--- src/arf_pkg.sv ---
// Purpose: shared constants and types of the converter result FIFO and host port
// Assumes: 12-bit results, two 10-bit control registers
// Notes: bit positions are those of the two control registers
package arf_pkg;

  localparam int DATA_W = 12;
  localparam int REG_W = 10;
  localparam int PTR_W = 4;
  localparam int LVL_W = 5;
  localparam int FIFO_DEPTH = 16;
  localparam int PIPE_LAT = 7;
  localparam int PIN_W = 17;

  localparam logic [LVL_W-1:0] LVL_FULL = 5'h10;
  localparam logic [LVL_W-1:0] LVL_ONE = 5'h01;
  localparam logic [PTR_W-1:0] PTR_ONE = 4'h1;

  // register address carried on data lines 11:10
  localparam int ADDR_HI = 11;
  localparam int ADDR_LO = 10;
  localparam logic [1:0] ADDR_CONV_CFG = 2'h0;
  localparam logic [1:0] ADDR_FIFO_CFG = 2'h1;

  localparam logic [REG_W-1:0] CONV_CFG_RST = 10'h020;
  localparam logic [REG_W-1:0] FIFO_CFG_RST = 10'h000;
  // action bits of fifo_output_config that do not stay set
  localparam logic [REG_W-1:0] FIFO_CFG_SELF_CLR = 10'h003;

  // conversion_config fields
  localparam int CC_TEST_HI = 9;
  localparam int CC_TEST_LO = 8;
  localparam int CC_AUTOSCAN = 7;
  localparam int CC_BAL_HI = 6;
  localparam int CC_BAL_LO = 5;
  localparam int CC_CHAN_HI = 4;
  localparam int CC_CHAN_LO = 3;
  localparam int CC_PWRDN = 2;
  localparam int CC_MODE = 1;
  localparam int CC_REF_SEL = 0;

  // fifo_output_config fields
  localparam int FC_READBACK = 9;
  localparam int FC_OFFSET = 8;
  localparam int FC_FORMAT = 7;
  localparam int FC_RW_CFG = 6;
  localparam int FC_RDY_POL = 5;
  localparam int FC_RDY_TYPE = 4;
  localparam int FC_TRIG_HI = 3;
  localparam int FC_TRIG_LO = 2;
  localparam int FC_OVF_FRST = 1;
  localparam int FC_SOFT_RST = 0;

  // trigger levels, one and two channels
  localparam logic [LVL_W-1:0] TL_1CH_0 = 5'h01;
  localparam logic [LVL_W-1:0] TL_1CH_1 = 5'h04;
  localparam logic [LVL_W-1:0] TL_1CH_2 = 5'h08;
  localparam logic [LVL_W-1:0] TL_1CH_3 = 5'h0e;
  localparam logic [LVL_W-1:0] TL_2CH_0 = 5'h02;
  localparam logic [LVL_W-1:0] TL_2CH_1 = 5'h04;
  localparam logic [LVL_W-1:0] TL_2CH_2 = 5'h08;
  localparam logic [LVL_W-1:0] TL_2CH_3 = 5'h0c;

  localparam int SIGN_BIT = 11;

  // pin vector layout after synchronisation
  localparam int PIN_CCLK = 16;
  localparam int PIN_CSL_N = 15;
  localparam int PIN_CSH = 14;
  localparam int PIN_RD_N = 13;
  localparam int PIN_WR_N = 12;

  typedef enum logic [2:0] {
    SEQ_IDLE = 3'b001,
    SEQ_CH_A = 3'b010,
    SEQ_CH_B = 3'b100
  } arf_seq_t;

endpackage : arf_pkg

--- src/arf_word_if.sv ---
// Purpose: valid/ready word carrier between the sequencer, buffer and FIFO
// Assumes: single clock domain
// Notes: source drives valid and data, sink drives ready
`timescale 1ns/1ps
`default_nettype none
interface arf_word_if;
  logic valid;
  logic ready;
  logic [11:0] data;
  modport src (output valid, output data, input ready);
  modport snk (input valid, input data, output ready);
endinterface : arf_word_if
`default_nettype wire

--- src/arf_word_buf.sv ---
// Purpose: two-entry buffer so a stalled FIFO loses no word
// Assumes: clear empties it in one cycle
// Notes: ready on the filling side drops only when both entries hold data
`timescale 1ns/1ps
`default_nettype none
module arf_word_buf (
  // clock and reset
  input wire logic clk_i,
  input wire logic rst_b_i,
  input wire logic clk_en_i,
  input wire logic clear_i,
  // words in and out
  arf_word_if.snk in_w,
  arf_word_if.src out_w
);

  logic [11:0] mem [2];
  logic wr_idx;
  logic rd_idx;
  logic [1:0] count;
  logic push;
  logic pop;

  assign push = in_w.valid & in_w.ready;
  assign pop = out_w.valid & out_w.ready;
  assign in_w.ready = (count != 2'h2);
  assign out_w.valid = (count != 2'h0);
  assign out_w.data = mem[rd_idx];

  always_ff @(posedge clk_i)
  begin
    if (clk_en_i && push)
    begin
      mem[wr_idx] <= in_w.data;
    end
  end

  always_ff @(posedge clk_i or negedge rst_b_i)
  begin
    if (!rst_b_i)
    begin
      wr_idx <= 1'b0;
      rd_idx <= 1'b0;
      count <= 2'h0;
    end
    else if (clk_en_i)
    begin
      if (clear_i)
      begin
        wr_idx <= 1'b0;
        rd_idx <= 1'b0;
        count <= 2'h0;
      end
      else
      begin
        if (push)
        begin
          wr_idx <= ~wr_idx;
        end
        if (pop)
        begin
          rd_idx <= ~rd_idx;
        end
        count <= count + {1'b0, push} - {1'b0, pop};
      end
    end
  end

  a_buf_count_bound: assert property (@(posedge clk_i) disable iff (!rst_b_i)
    count <= 2'h2) else $error("buffer holds more than two words");

  a_buf_keeps_word: assert property (@(posedge clk_i) disable iff (!rst_b_i)
    (clk_en_i && push && !pop && !clear_i) |=> (count == $past(count) + 2'h1))
    else $error("buffered word was lost");

endmodule : arf_word_buf
`default_nettype wire

--- src/arf_host_port.sv ---
// Purpose: result formatting, 16-word circular FIFO, trigger pulse and host port
// Assumes: analog core hands offset binary codes on the core clock; pins are asynchronous
// Notes: all pin inputs pass two flip-flops; outputs are registered
`timescale 1ns/1ps
`default_nettype none
// Contract
// - single-ended binary: top FFF, middle 800, bottom 000
// - single-ended twos complement: top 7FF, middle 000, bottom 800
// - differential binary: +span FFF, zero 800, -span 000
// - differential twos complement: +span 7FF, zero 000, -span 800
// - circular buffer holds at most 16 results
// - every finished conversion enters the buffer without host help
// - read pointer names the next word to read and advances per read
// - write pointer names the entry holding the newest sample
// - multi-channel results are stored in fixed channel order
// - data_ready_n fires when new stored count reaches trigger level
// - data_ready_n is a low pulse, not a level
// - each block starts with the first autoscan channel
// - one input: trigger levels 1, 4, 8 or 14; set depends on channels
// - read needs chip_select_low low, chip_select_high high, read strobe low
// - two 10-bit control registers set the operating mode
// - conversion_config field layout, bit 9 down to bit 0
// - fifo_output_config field layout, bit 9 down to bit 0
// - write data on lines 0 to 9, address on lines 10 and 11
// - address 00 selects first register, 01 second, others reserved
// - first pulse after buffer reset comes 7 plus trigger_count conversions late; in single mode the code pulses after trigger_count conversions
// - in single mode each conversion_clock falling edge starts a conversion
module arf_host_port (
  // clock, reset, enable
  input wire logic core_clk_i,
  input wire logic rst_b_i,
  input wire logic clk_en_i,
  // converter core results
  input wire logic [11:0] sample_a_i,
  input wire logic [11:0] sample_b_i,
  // host pins
  input wire logic conversion_clock_i,
  input wire logic chip_select_low_n_i,
  input wire logic chip_select_high_i,
  input wire logic read_strobe_n_i,
  input wire logic write_strobe_n_i,
  input wire logic [11:0] data_i,
  output logic [11:0] data_o,
  output logic data_oe_o,
  output logic data_ready_n_o,
  // analog core controls
  output logic powerdown_o,
  output logic ref_select_o,
  output logic [1:0] test_sel_o
);

  logic [arf_pkg::PIN_W-1:0] pin_raw;
  logic [arf_pkg::PIN_W-1:0] pin_s1;
  logic [arf_pkg::PIN_W-1:0] pin_s2;
  logic [arf_pkg::PIN_W-1:0] pin_q;
  logic rd_act;
  logic rd_act_q;
  logic rd_start;
  logic wr_act;
  logic wr_act_q;
  logic wr_start;
  logic cclk_fall;
  logic [arf_pkg::REG_W-1:0] conversion_config;
  logic [arf_pkg::REG_W-1:0] fifo_output_config;
  logic fifo_clear;
  logic soft_rst;
  logic overflow;
  logic two_ch;
  logic [arf_pkg::LVL_W-1:0] trig_lvl;
  logic pipe_adv;
  logic conv_start;
  logic [arf_pkg::PIPE_LAT-1:0] pipe_v;
  logic [11:0] pipe_a [arf_pkg::PIPE_LAT];
  logic [11:0] pipe_b [arf_pkg::PIPE_LAT];
  logic pipe_out;
  arf_pkg::arf_seq_t seq;
  logic [11:0] hold_a;
  logic [11:0] hold_b;
  logic hold_two;
  logic [11:0] cur_code;
  logic drop;
  logic [11:0] fifo_mem [arf_pkg::FIFO_DEPTH];
  logic [arf_pkg::PTR_W-1:0] rd_ptr;
  logic [arf_pkg::PTR_W-1:0] wr_last;
  logic [arf_pkg::LVL_W-1:0] level;
  logic [arf_pkg::LVL_W-1:0] new_cnt;
  logic store;
  logic take;
  logic rb_sel;

  arf_word_if seq_w ();
  arf_word_if fifo_w ();

  // trigger level decode by channel count
  function automatic logic [arf_pkg::LVL_W-1:0] trig_level(input logic [1:0] sel, input logic two);
    logic [arf_pkg::LVL_W-1:0] lvl;
    lvl = arf_pkg::TL_1CH_0;
    case (sel)
      2'h0: lvl = two ? arf_pkg::TL_2CH_0 : arf_pkg::TL_1CH_0;
      2'h1: lvl = two ? arf_pkg::TL_2CH_1 : arf_pkg::TL_1CH_1;
      2'h2: lvl = two ? arf_pkg::TL_2CH_2 : arf_pkg::TL_1CH_2;
      default: lvl = two ? arf_pkg::TL_2CH_3 : arf_pkg::TL_1CH_3;
    endcase
    return lvl;
  endfunction : trig_level

  // offset binary passes, twos complement flips the sign bit
  function automatic logic [11:0] fmt_code(input logic [11:0] raw, input logic twos);
    return twos ? {~raw[arf_pkg::SIGN_BIT], raw[arf_pkg::SIGN_BIT-1:0]} : raw;
  endfunction : fmt_code

  assign pin_raw = {conversion_clock_i, chip_select_low_n_i, chip_select_high_i,
                    read_strobe_n_i, write_strobe_n_i, data_i};

  // two-stage synchroniser per pin, then a delay stage for edges
  genvar g;
  generate
    for (g = 0; g < arf_pkg::PIN_W; g++)
    begin : g_sync
      always_ff @(posedge core_clk_i or negedge rst_b_i)
      begin
        if (!rst_b_i)
        begin
          pin_s1[g] <= 1'b1;
          pin_s2[g] <= 1'b1;
          pin_q[g] <= 1'b1;
        end
        else if (clk_en_i)
        begin
          pin_s1[g] <= pin_raw[g];
          pin_s2[g] <= pin_s1[g];
          pin_q[g] <= pin_s2[g];
        end
      end
    end
  endgenerate

  assign rd_act = !pin_s2[arf_pkg::PIN_CSL_N] && pin_s2[arf_pkg::PIN_CSH] && !pin_s2[arf_pkg::PIN_RD_N];
  assign wr_act = !pin_s2[arf_pkg::PIN_CSL_N] && pin_s2[arf_pkg::PIN_CSH] && !pin_s2[arf_pkg::PIN_WR_N];
  assign rd_start = rd_act && !rd_act_q;
  assign wr_start = wr_act && !wr_act_q;
  assign cclk_fall = !pin_s2[arf_pkg::PIN_CCLK] && pin_q[arf_pkg::PIN_CCLK];

  always_ff @(posedge core_clk_i or negedge rst_b_i)
  begin
    if (!rst_b_i)
    begin
      rd_act_q <= 1'b0;
      wr_act_q <= 1'b0;
    end
    else if (clk_en_i)
    begin
      rd_act_q <= rd_act;
      wr_act_q <= wr_act;
    end
  end

  // control register writes
  always_ff @(posedge core_clk_i or negedge rst_b_i)
  begin
    if (!rst_b_i)
    begin
      conversion_config <= arf_pkg::CONV_CFG_RST;
      fifo_output_config <= arf_pkg::FIFO_CFG_RST;
      fifo_clear <= 1'b0;
      soft_rst <= 1'b0;
    end
    else if (clk_en_i)
    begin
      fifo_clear <= 1'b0;
      soft_rst <= 1'b0;
      if (soft_rst)
      begin
        conversion_config <= arf_pkg::CONV_CFG_RST;
        fifo_output_config <= arf_pkg::FIFO_CFG_RST;
      end
      else if (wr_start)
      begin
        case (pin_s2[arf_pkg::ADDR_HI:arf_pkg::ADDR_LO])
          arf_pkg::ADDR_CONV_CFG: conversion_config <= pin_s2[arf_pkg::REG_W-1:0];
          arf_pkg::ADDR_FIFO_CFG:
          begin
            fifo_output_config <= pin_s2[arf_pkg::REG_W-1:0] & ~arf_pkg::FIFO_CFG_SELF_CLR;
            fifo_clear <= pin_s2[arf_pkg::FC_OVF_FRST] | pin_s2[arf_pkg::FC_SOFT_RST];
            soft_rst <= pin_s2[arf_pkg::FC_SOFT_RST];
          end
          default:
          begin
            conversion_config <= conversion_config;
          end
        endcase
      end
    end
  end

  assign two_ch = conversion_config[arf_pkg::CC_AUTOSCAN] &&
                  !conversion_config[arf_pkg::CC_BAL_LO] && !conversion_config[arf_pkg::CC_BAL_HI];
  assign trig_lvl = trig_level(fifo_output_config[arf_pkg::FC_TRIG_HI:arf_pkg::FC_TRIG_LO], two_ch);

  // conversion pipeline: falling edges start; single mode steps on the core clock
  assign conv_start = cclk_fall && !conversion_config[arf_pkg::CC_PWRDN];
  assign pipe_adv = conversion_config[arf_pkg::CC_MODE] ? 1'b1 : cclk_fall;
  assign pipe_out = pipe_v[arf_pkg::PIPE_LAT-1];

  always_ff @(posedge core_clk_i or negedge rst_b_i)
  begin
    if (!rst_b_i)
    begin
      pipe_v <= '0;
    end
    else if (clk_en_i)
    begin
      if (fifo_clear)
      begin
        pipe_v <= '0;
      end
      else if (pipe_adv)
      begin
        pipe_v <= {pipe_v[arf_pkg::PIPE_LAT-2:0], conv_start};
      end
    end
  end

  always_ff @(posedge core_clk_i)
  begin
    if (clk_en_i && pipe_adv)
    begin
      pipe_a[0] <= sample_a_i;
      pipe_b[0] <= sample_b_i;
      for (int i = 1; i < arf_pkg::PIPE_LAT; i++)
      begin
        pipe_a[i] <= pipe_a[i-1];
        pipe_b[i] <= pipe_b[i-1];
      end
    end
  end

  // channel sequencer, channel A always first
  assign cur_code = (seq == arf_pkg::SEQ_CH_B) ? hold_b : hold_a;
  assign seq_w.data = fmt_code(cur_code, fifo_output_config[arf_pkg::FC_FORMAT]);
  assign seq_w.valid = (seq != arf_pkg::SEQ_IDLE);
  assign drop = pipe_out && pipe_adv && (seq != arf_pkg::SEQ_IDLE);

  always_ff @(posedge core_clk_i or negedge rst_b_i)
  begin
    if (!rst_b_i)
    begin
      seq <= arf_pkg::SEQ_IDLE;
      hold_a <= 12'h000;
      hold_b <= 12'h000;
      hold_two <= 1'b0;
    end
    else if (clk_en_i)
    begin
      if (fifo_clear)
      begin
        seq <= arf_pkg::SEQ_IDLE;
      end
      else
      begin
        case (seq)
          arf_pkg::SEQ_IDLE:
          begin
            if (pipe_out && pipe_adv)
            begin
              hold_a <= pipe_a[arf_pkg::PIPE_LAT-1];
              hold_b <= pipe_b[arf_pkg::PIPE_LAT-1];
              hold_two <= two_ch;
              seq <= arf_pkg::SEQ_CH_A;
            end
          end
          arf_pkg::SEQ_CH_A:
          begin
            if (seq_w.ready)
            begin
              seq <= hold_two ? arf_pkg::SEQ_CH_B : arf_pkg::SEQ_IDLE;
            end
          end
          arf_pkg::SEQ_CH_B:
          begin
            if (seq_w.ready)
            begin
              seq <= arf_pkg::SEQ_IDLE;
            end
          end
          default: seq <= arf_pkg::SEQ_IDLE;
        endcase
      end
    end
  end

  arf_word_buf u_buf (
    .clk_i(core_clk_i),
    .rst_b_i(rst_b_i),
    .clk_en_i(clk_en_i),
    .clear_i(fifo_clear),
    .in_w(seq_w.snk),
    .out_w(fifo_w.src)
  );

  // circular FIFO
  assign fifo_w.ready = (level != arf_pkg::LVL_FULL);
  assign store = fifo_w.valid && fifo_w.ready;
  assign take = rd_start && !fifo_output_config[arf_pkg::FC_READBACK] && (level != '0);

  always_ff @(posedge core_clk_i)
  begin
    if (clk_en_i && store)
    begin
      fifo_mem[wr_last + arf_pkg::PTR_ONE] <= fifo_w.data;
    end
  end

  always_ff @(posedge core_clk_i or negedge rst_b_i)
  begin
    if (!rst_b_i)
    begin
      rd_ptr <= '0;
      wr_last <= '1;
      level <= '0;
      new_cnt <= '0;
      data_ready_n_o <= 1'b1;
    end
    else if (clk_en_i)
    begin
      data_ready_n_o <= 1'b1;
      if (fifo_clear)
      begin
        rd_ptr <= '0;
        wr_last <= '1;
        level <= '0;
        new_cnt <= '0;
      end
      else
      begin
        if (store)
        begin
          wr_last <= wr_last + arf_pkg::PTR_ONE;
          if (new_cnt + arf_pkg::LVL_ONE >= trig_lvl)
          begin
            new_cnt <= '0;
            data_ready_n_o <= 1'b0;
          end
          else
          begin
            new_cnt <= new_cnt + arf_pkg::LVL_ONE;
          end
        end
        if (take)
        begin
          rd_ptr <= rd_ptr + arf_pkg::PTR_ONE;
        end
        level <= level + {4'h0, store} - {4'h0, take};
      end
    end
  end

  // overflow: a result dropped while the path stalled; set beats clear
  always_ff @(posedge core_clk_i or negedge rst_b_i)
  begin
    if (!rst_b_i)
    begin
      overflow <= 1'b0;
    end
    else if (clk_en_i)
    begin
      if (drop)
      begin
        overflow <= 1'b1;
      end
      else if (fifo_clear)
      begin
        overflow <= 1'b0;
      end
    end
  end

  // host read data: FIFO word, or registers alternately when readback is on
  always_ff @(posedge core_clk_i or negedge rst_b_i)
  begin
    if (!rst_b_i)
    begin
      data_o <= 12'h000;
      data_oe_o <= 1'b0;
      rb_sel <= 1'b0;
    end
    else if (clk_en_i)
    begin
      data_oe_o <= rd_act;
      if (rd_start)
      begin
        if (fifo_output_config[arf_pkg::FC_READBACK])
        begin
          rb_sel <= ~rb_sel;
          data_o <= rb_sel ? {arf_pkg::ADDR_FIFO_CFG, fifo_output_config | {8'h00, overflow, 1'b0}}
                           : {arf_pkg::ADDR_CONV_CFG, conversion_config};
        end
        else
        begin
          rb_sel <= 1'b0;
          data_o <= fifo_mem[rd_ptr];
        end
      end
    end
  end

  always_ff @(posedge core_clk_i or negedge rst_b_i)
  begin
    if (!rst_b_i)
    begin
      powerdown_o <= 1'b0;
      ref_select_o <= 1'b0;
      test_sel_o <= 2'h0;
    end
    else if (clk_en_i)
    begin
      powerdown_o <= conversion_config[arf_pkg::CC_PWRDN];
      ref_select_o <= conversion_config[arf_pkg::CC_REF_SEL];
      test_sel_o <= conversion_config[arf_pkg::CC_TEST_HI:arf_pkg::CC_TEST_LO];
    end
  end

  a_twos_midscale: assert property (@(posedge core_clk_i) disable iff (!rst_b_i)
    (seq_w.valid && cur_code == 12'h800 && fifo_output_config[arf_pkg::FC_FORMAT]) |-> seq_w.data == 12'h000)
    else $error("twos complement midscale not zero");
  a_binary_fullscale: assert property (@(posedge core_clk_i) disable iff (!rst_b_i)
    (seq_w.valid && cur_code == 12'hfff && !fifo_output_config[arf_pkg::FC_FORMAT]) |-> seq_w.data == 12'hfff)
    else $error("binary full scale altered");
  a_level_bound: assert property (@(posedge core_clk_i) disable iff (!rst_b_i)
    level <= arf_pkg::LVL_FULL) else $error("fifo level above sixteen");
  a_store_newest: assert property (@(posedge core_clk_i) disable iff (!rst_b_i)
    (clk_en_i && store && !fifo_clear) |=> fifo_mem[wr_last] == $past(fifo_w.data))
    else $error("write pointer not at newest sample");
  a_read_advance: assert property (@(posedge core_clk_i) disable iff (!rst_b_i)
    (clk_en_i && take && !fifo_clear) |=> rd_ptr == $past(rd_ptr) + arf_pkg::PTR_ONE)
    else $error("read pointer did not advance");
  a_ready_pulse: assert property (@(posedge core_clk_i) disable iff (!rst_b_i)
    (clk_en_i && !data_ready_n_o) |=> data_ready_n_o) else $error("data ready held low");
  a_trig_count: assert property (@(posedge core_clk_i) disable iff (!rst_b_i)
    (!data_ready_n_o && $past(clk_en_i)) |-> $past(store) && $past(new_cnt) + arf_pkg::LVL_ONE >= $past(trig_lvl))
    else $error("data ready without trigger level");
  a_reserved_write: assert property (@(posedge core_clk_i) disable iff (!rst_b_i)
    (clk_en_i && wr_start && !soft_rst && pin_s2[arf_pkg::ADDR_HI]) |=>
    $stable(conversion_config) && $stable(fifo_output_config)) else $error("reserved write changed a register");
  a_fifo_reset: assert property (@(posedge core_clk_i) disable iff (!rst_b_i)
    (clk_en_i && fifo_clear) |=> level == '0 && new_cnt == '0 && rd_ptr == '0)
    else $error("buffer reset left pointers");
  a_chan_order: assert property (@(posedge core_clk_i) disable iff (!rst_b_i)
    (seq == arf_pkg::SEQ_CH_B) |-> $past(seq) != arf_pkg::SEQ_IDLE) else $error("channel B before channel A");
  a_read_gate: assert property (@(posedge core_clk_i) disable iff (!rst_b_i)
    (clk_en_i && data_oe_o) |-> $past(rd_act)) else $error("bus driven without read");

endmodule : arf_host_port
`default_nettype wire

--- config.mk ---
export PLATFORM = sky130hd
export DESIGN_NAME = arf_host_port
export DESIGN_NICKNAME = d
export VERILOG_FILES = /design/src/arf_pkg.sv /design/src/arf_word_if.sv /design/src/arf_word_buf.sv /design/src/arf_host_port.sv
export SDC_FILE = /design/constraint.sdc
export NUM_CORES = 1
export LEC_CHECK = 0
export ABC_AREA = 1
export ABC_CLOCK_PERIOD_IN_PS = 12800
export BUFFER_PORTS_ARGS = -buffer_cell sky130_fd_sc_hd__buf_2
export CORE_MARGIN = 2
export CORE_UTILIZATION = 51
export CTS_BUF_LIST = sky130_fd_sc_hd__clkbuf_8 sky130_fd_sc_hd__clkbuf_16
export DETAILED_ROUTE_END_ITERATION = 8
export PLACE_DENSITY = 0.66
export SETUP_SLACK_MARGIN = 0.05
export SLEW_MARGIN = 20
export SYNTH_ARGS = -nofsm -noshare
export SYNTH_HDL_FRONTEND = slang
export SYNTH_SLANG_ARGS = --single-unit
--- constraint.sdc ---
create_clock -name core_clk_i -period 12.8 [get_ports core_clk_i]
set_input_delay 1.28 -clock core_clk_i [delete_from_list [all_inputs] [get_ports core_clk_i]]
set_output_delay 1.28 -clock core_clk_i [all_outputs]
set_load 0.02 [all_outputs]
======== Word level (Yosys, flattened, before mapping) ========
Memory sizes are Yosys's and may differ from the RTL's. A register that Yosys moved wholly into a read port is not among the register bits.
Cells that the tools add are included.
word-level totals
  register bits after elaboration ......... 111
  RAM bits ................................ 384
  logic and storage cells ................. 197
  memories kept ........................... 4
cells by class
  add/subtract/negate cells ............... 7
  order comparisons ....................... 1
  eq/ne operators ......................... 12
  muxes and demuxes ....................... 53
  bitwise gates (word level) .............. 9
  reductions and logical operators ........ 53
memories
  name       words  width  rd ports  clocked after memory_dff  write ports  RTL line             source
  fifo_mem   16     12     1         0                         1            arf_host_port.sv:82  logic [11:0] fifo_mem [arf_pkg::FIFO_DEPTH];
  pipe_a     7      12     7         1                         7            arf_host_port.sv:73  logic [11:0] pipe_a [arf_pkg::PIPE_LAT];
  pipe_b     7      12     7         1                         7            arf_host_port.sv:74  logic [11:0] pipe_b [arf_pkg::PIPE_LAT];
  u_buf.mem  2      12     1         0                         1            arf_word_buf.sv:17   logic [11:0] mem [2];
operators by type and width
  kind                                                                     count
  10-bit two-way mux                                                       6
  12-bit two-way mux                                                       3
  1-bit two-way mux                                                        23
  5-bit two-way mux                                                        4
  2-bit nonzero test                                                       10
  1-bit logical AND                                                        17
  4-bit two-way mux                                                        4
  3-bit two-way mux                                                        5
  7-bit two-way mux                                                        2
  2-bit AND reduction                                                      7
  1-bit zero test                                                          12
  4-bit one-hot mux with 3 select lines                                    1
  11-bit two-way mux                                                       1
  10-bit by 2-bit OR with 10-bit output                                    1
  3-bit one-hot mux with 3 select lines                                    1
  4-bit by 1-bit adder with 4-bit output, second input constant            2
  4-bit AND reduction                                                      2
  2-bit two-way mux                                                        3
  3-bit by 2-bit inequality test with 1-bit output, second input constant  2
  3-bit AND reduction                                                      2
  5-bit by 1-bit adder with 5-bit output                                   1
  5-bit by 1-bit adder with 5-bit output, second input constant            1
  5-bit greater-or-equal comparator                                        1
  5-bit inequality test, second input constant                             1
  16 further kinds                                                         23

======== Logic depth before layout (Yosys ltp) ========
  word-level depth ........................ 9
  depth in mapped cells ................... 16
  mapped depth without buffers ............ 16

======== By module ========
From an unflattened synthesis, not the netlist that was laid out.
second synthesis, totals
  cells, all modules ...................... 1559
  area total of the unflattened synthesis .. 19851.5 um2
modules (own cells, without submodules)
  module         instances  cells an instance  area each (um2)  sequential area each (um2)
  arf_host_port  1          1453               18700.4          14091.0
  arf_word_buf   1          106                1151.1           820.8

======== Worst setup path before layout ========
OpenSTA, ideal clock, no wires.
  kind .................................... in2reg
  from .................................... in clk_en_i
  to ...................................... mem pipe_a[0][0], enable pin
  arrival ................................. 8724 ps
  data required time ...................... 12103 ps
  slack ................................... 3378 ps
  stages .................................. 4
  buffers on the path ..................... 2
  cells stage by stage .................... inv_1 clkbuf_1 buf_1 nor2_1
RTL lines
  item             RTL line             source
  start, declared  arf_host_port.sv:32  input wire logic clk_en_i,
  end, declared    arf_host_port.sv:73

==> results_dict.tcl <==
set metrics [dict create \
    status "finished clean" \
    wl_mm 38.33 \
    grt.overflow.total 0 \
    finalHoldViolations 0 \
    clockBufferDepth 3 \
    p_per_area_nw_per_um2 236.2 \
    crit_arrival_ps 4380 \
    hold_path_class "reg -> reg" \
    vias 11534 \
    dieWidth_um 201.4 \
    initial_core_util 0.5156 \
    wl_per_cell_um 17.34 \
    drt_iter0_markers 1185 \
    fill_cells 3152 \
    ios 62 \
    max_freq_ghz 0.2394 \
    period_needed_ps 4177 \
    pwr-share-clk 0.271 \
    numCtsBuffers 52 \
    drc 0 \
    skew_ps 45.14 \
    ant_nets 0 \
    hold_buffers 0 \
    yosys_register_bits 517 \
    vdd_drop_max_mv 0.1585 \
    clock_latency_ps 610 \
    drive_gt1_frac 0.1246 \
    worstPathMaxFanout 76 \
    yosys_warnings 0 \
    rsz0062_at_grt "false" \
    die_h_um 201.4 \
    cts_tree "yes" \
    cts_setup_buffers 0 \
    synth_cells 1592 \
    ys_seq_area_frac 0.7501 \
    crit_type "in -> reg" \
    cts_root_buffer "clkbuf_16" \
    die-area_um2 40580 \
    rows 72 \
    setup_viol 0 \
    intPower_w 0.003451 \
    postSynthNetCount 1656 \
    tightestPinTransition_ps 1082 \
    syn_to_final_growth_pct 11.79 \
    htree_levels 2 \
    place.gp.congestion 0.9081 \
    place.port_buffers 61 \
    power_frac_seq 0.470 \
    syn_avg_cell_area_um2 12.49 \
    antenna_found_initial 0 \
    grt_max_degree 113 \
    cap_violations 0 \
    tns_ps 0 \
    dr.pass1.iters 5 \
    worstSetupEndpointType "flop" \
    p_total_w 0.005250 \
    max_slew_margin 0.2789 \
    ys_types 41 \
    clk_pin_slew_ps 60 \
    p_sw_frac 0.3426 \
    final.period_utilization 0.3264 \
    drv_slew 0 \
    cts.sinks 517 \
    pwr-share-comb 0.259 \
    leakagePower_nw 8.788 \
    syn_area_um2 19880 \
    cp.required_ps 13000 \
    grt_pass1_wl_mm 61.27 \
    hpwl_mm 23.74 \
    p_switching_w 0.001799 \
    startpoint_type "primary input" \
    grtUsageTotal 0.1939 \
    grt_pass1_vias 11340 \
    fin_nets 1715 \
    core_um2 38560 \
    viasPerCell 5.217 \
    num_antenna_cells 0 \
    cts_resized 0 \
]
## synthesized netlist by cell type (all sizes together)
master / count / area (um2)
a21o: 2 / 15.01
a21oi: 26 / 130.1
a22oi: 3 / 22.52
a31oi: 1 / 6.260
buf: 45 / 241.5
clkbuf: 19 / 71.32
dfrtp: 91 / 2277
dfstp: 42 / 1104
edfxtp: 384 / 11530
fa: 1 / 20.02
ha: 19 / 237.7
inv: 112 / 422.9
mux2i: 4 / 40.04
nand2: 446 / 1695
nand3: 101 / 515.5
nand3b: 6 / 45.04
nand4: 10 / 62.56
nor2: 108 / 444.2
nor3: 1 / 10.01
o2111ai: 1 / 8.760
o211ai: 24 / 180.2
o21a: 1 / 7.510
o21ai: 120 / 600.6
o21ba: 1 / 10.01
o22ai: 10 / 62.56
o31ai: 1 / 7.510
or2: 1 / 6.260
xnor2: 3 / 26.28
xor2: 9 / 78.83
## kinds of logic after synthesis
logic type / synth area share
compound gates: 0.05287
flops: 0.7501
fa+ha+maj: 0.01297
simple gates: 0.1398
buf+inv: 0.03701
mux: 0.002014
xor+xnor: 0.005287
## path summary, 6_finish.rpt
path	from	end	slack, ps	depth (start not counted)
max reg2reg	pin_q[16]$_DFFE_PN1P_	pipe_a[3][2]$_DFFE_PP_	9270	6
min	pipe_b[5][9]$_DFFE_PP_	pipe_b[6][9]$_DFFE_PP_	380	0
min in group asynchronous	rst_b_i	test_sel_o[0]$_DFFE_PN0P_	830	1
min reg2reg	pipe_b[5][9]$_DFFE_PP_	pipe_b[6][9]$_DFFE_PP_	380	0
max	clk_en_i	pipe_a[3][2]$_DFFE_PP_	8620	6
max in group asynchronous	rst_b_i	hold_a[3]$_DFFE_PN0P_	10620	2
## area by class of cell
cell class                      instances  area [um2]  share of cell area
Clock inverter                         44       331.6             0.01492
Inverter                              112       422.9             0.01903
Sequential cell                       517       14910              0.6710
Timing Repair Buffer                   69       367.9             0.01655
Tap cell                              518       648.1             0.02916
Clock buffer                           52        1301             0.05855
Multi-Input combinational cell        899        4240              0.1908
## power groups by stage
stage                     clock, W  sequential (W)  combinational, W
final                      0.00142         0.00247           0.00136
after global routing       0.00152         0.00250           0.00153
after CTS                  0.00146         0.00247           0.00136
after detailed placement         0         0.00250           0.00135
after global placement           0         0.00249           0.00132
after floorplan                  0         0.00248          0.000908
## layout by cell type (no fill, tap or decap), drive strengths merged, types with 2 or more instances in the layout
cell type,Yosys,final
ha,19,19
clkinv,0,32
inv,112,122
o21ai,120,120
nor2,108,108
xor2,9,9
buf,45,69
edfxtp,384,384
o211ai,24,24
dfstp,42,42
clkbuf,19,52
a21o,2,2
nand3b,6,6
dfrtp,91,91
xnor2,3,3
o22ai,10,10
nand4,10,10
nand2,446,446
bufinv,0,2
nand3,101,101
a21oi,26,26
a22oi,3,3
mux2i,4,4
## routing by layer
layer,routed length [um],global-route usage,vias up,share of wire
li1,-,-,5560,-
met1,16750,0.2666,5575,0.44
met2,18200,0.3111,314,0.47
met3,2161,0.03515,85,0.056
met4,1221,0.07327,0,0.032
met5,0,0,-,0
## sequential cells by signal, summed over array words and instances, names as in the netlist, 5 cells and up
name                cells
pipe_b                 84
new_cnt                 5
pin_s1                 17
level                   5
pipe_a                 84
fifo_output_config      8
conversion_config      10
hold_a                 12
u_buf.mem              24
data_o                 12
hold_b                 12
fifo_mem              192
pipe_v                  7
pin_s2                 17
## critical path, stage by stage
cell,delay (ps)
buf_2,70
buf_4,510
inv_1,190
nor2_4,620
buf_4,830
buf_4,770
## metrics by stage
step | instances | util | setup WS [ps] | hold slack (ps) | instance area, um2
after floorplan | 1592 | - | 3378 | 400.3 | 19880
after global routing | 2211 | 0.5764 | 8300 | 389.5 | 22230
after global placement | 2115 | 0.5341 | 8071 | 400.3 | 20590
final | 2211 | 0.5764 | 8623 | 378.8 | 22230
after CTS | 2211 | 0.5764 | 8610 | 384.0 | 22230
after detailed placement | 2115 | 0.5341 | 7981 | 404.5 | 20590
Power figures use the tool's default switching activity.
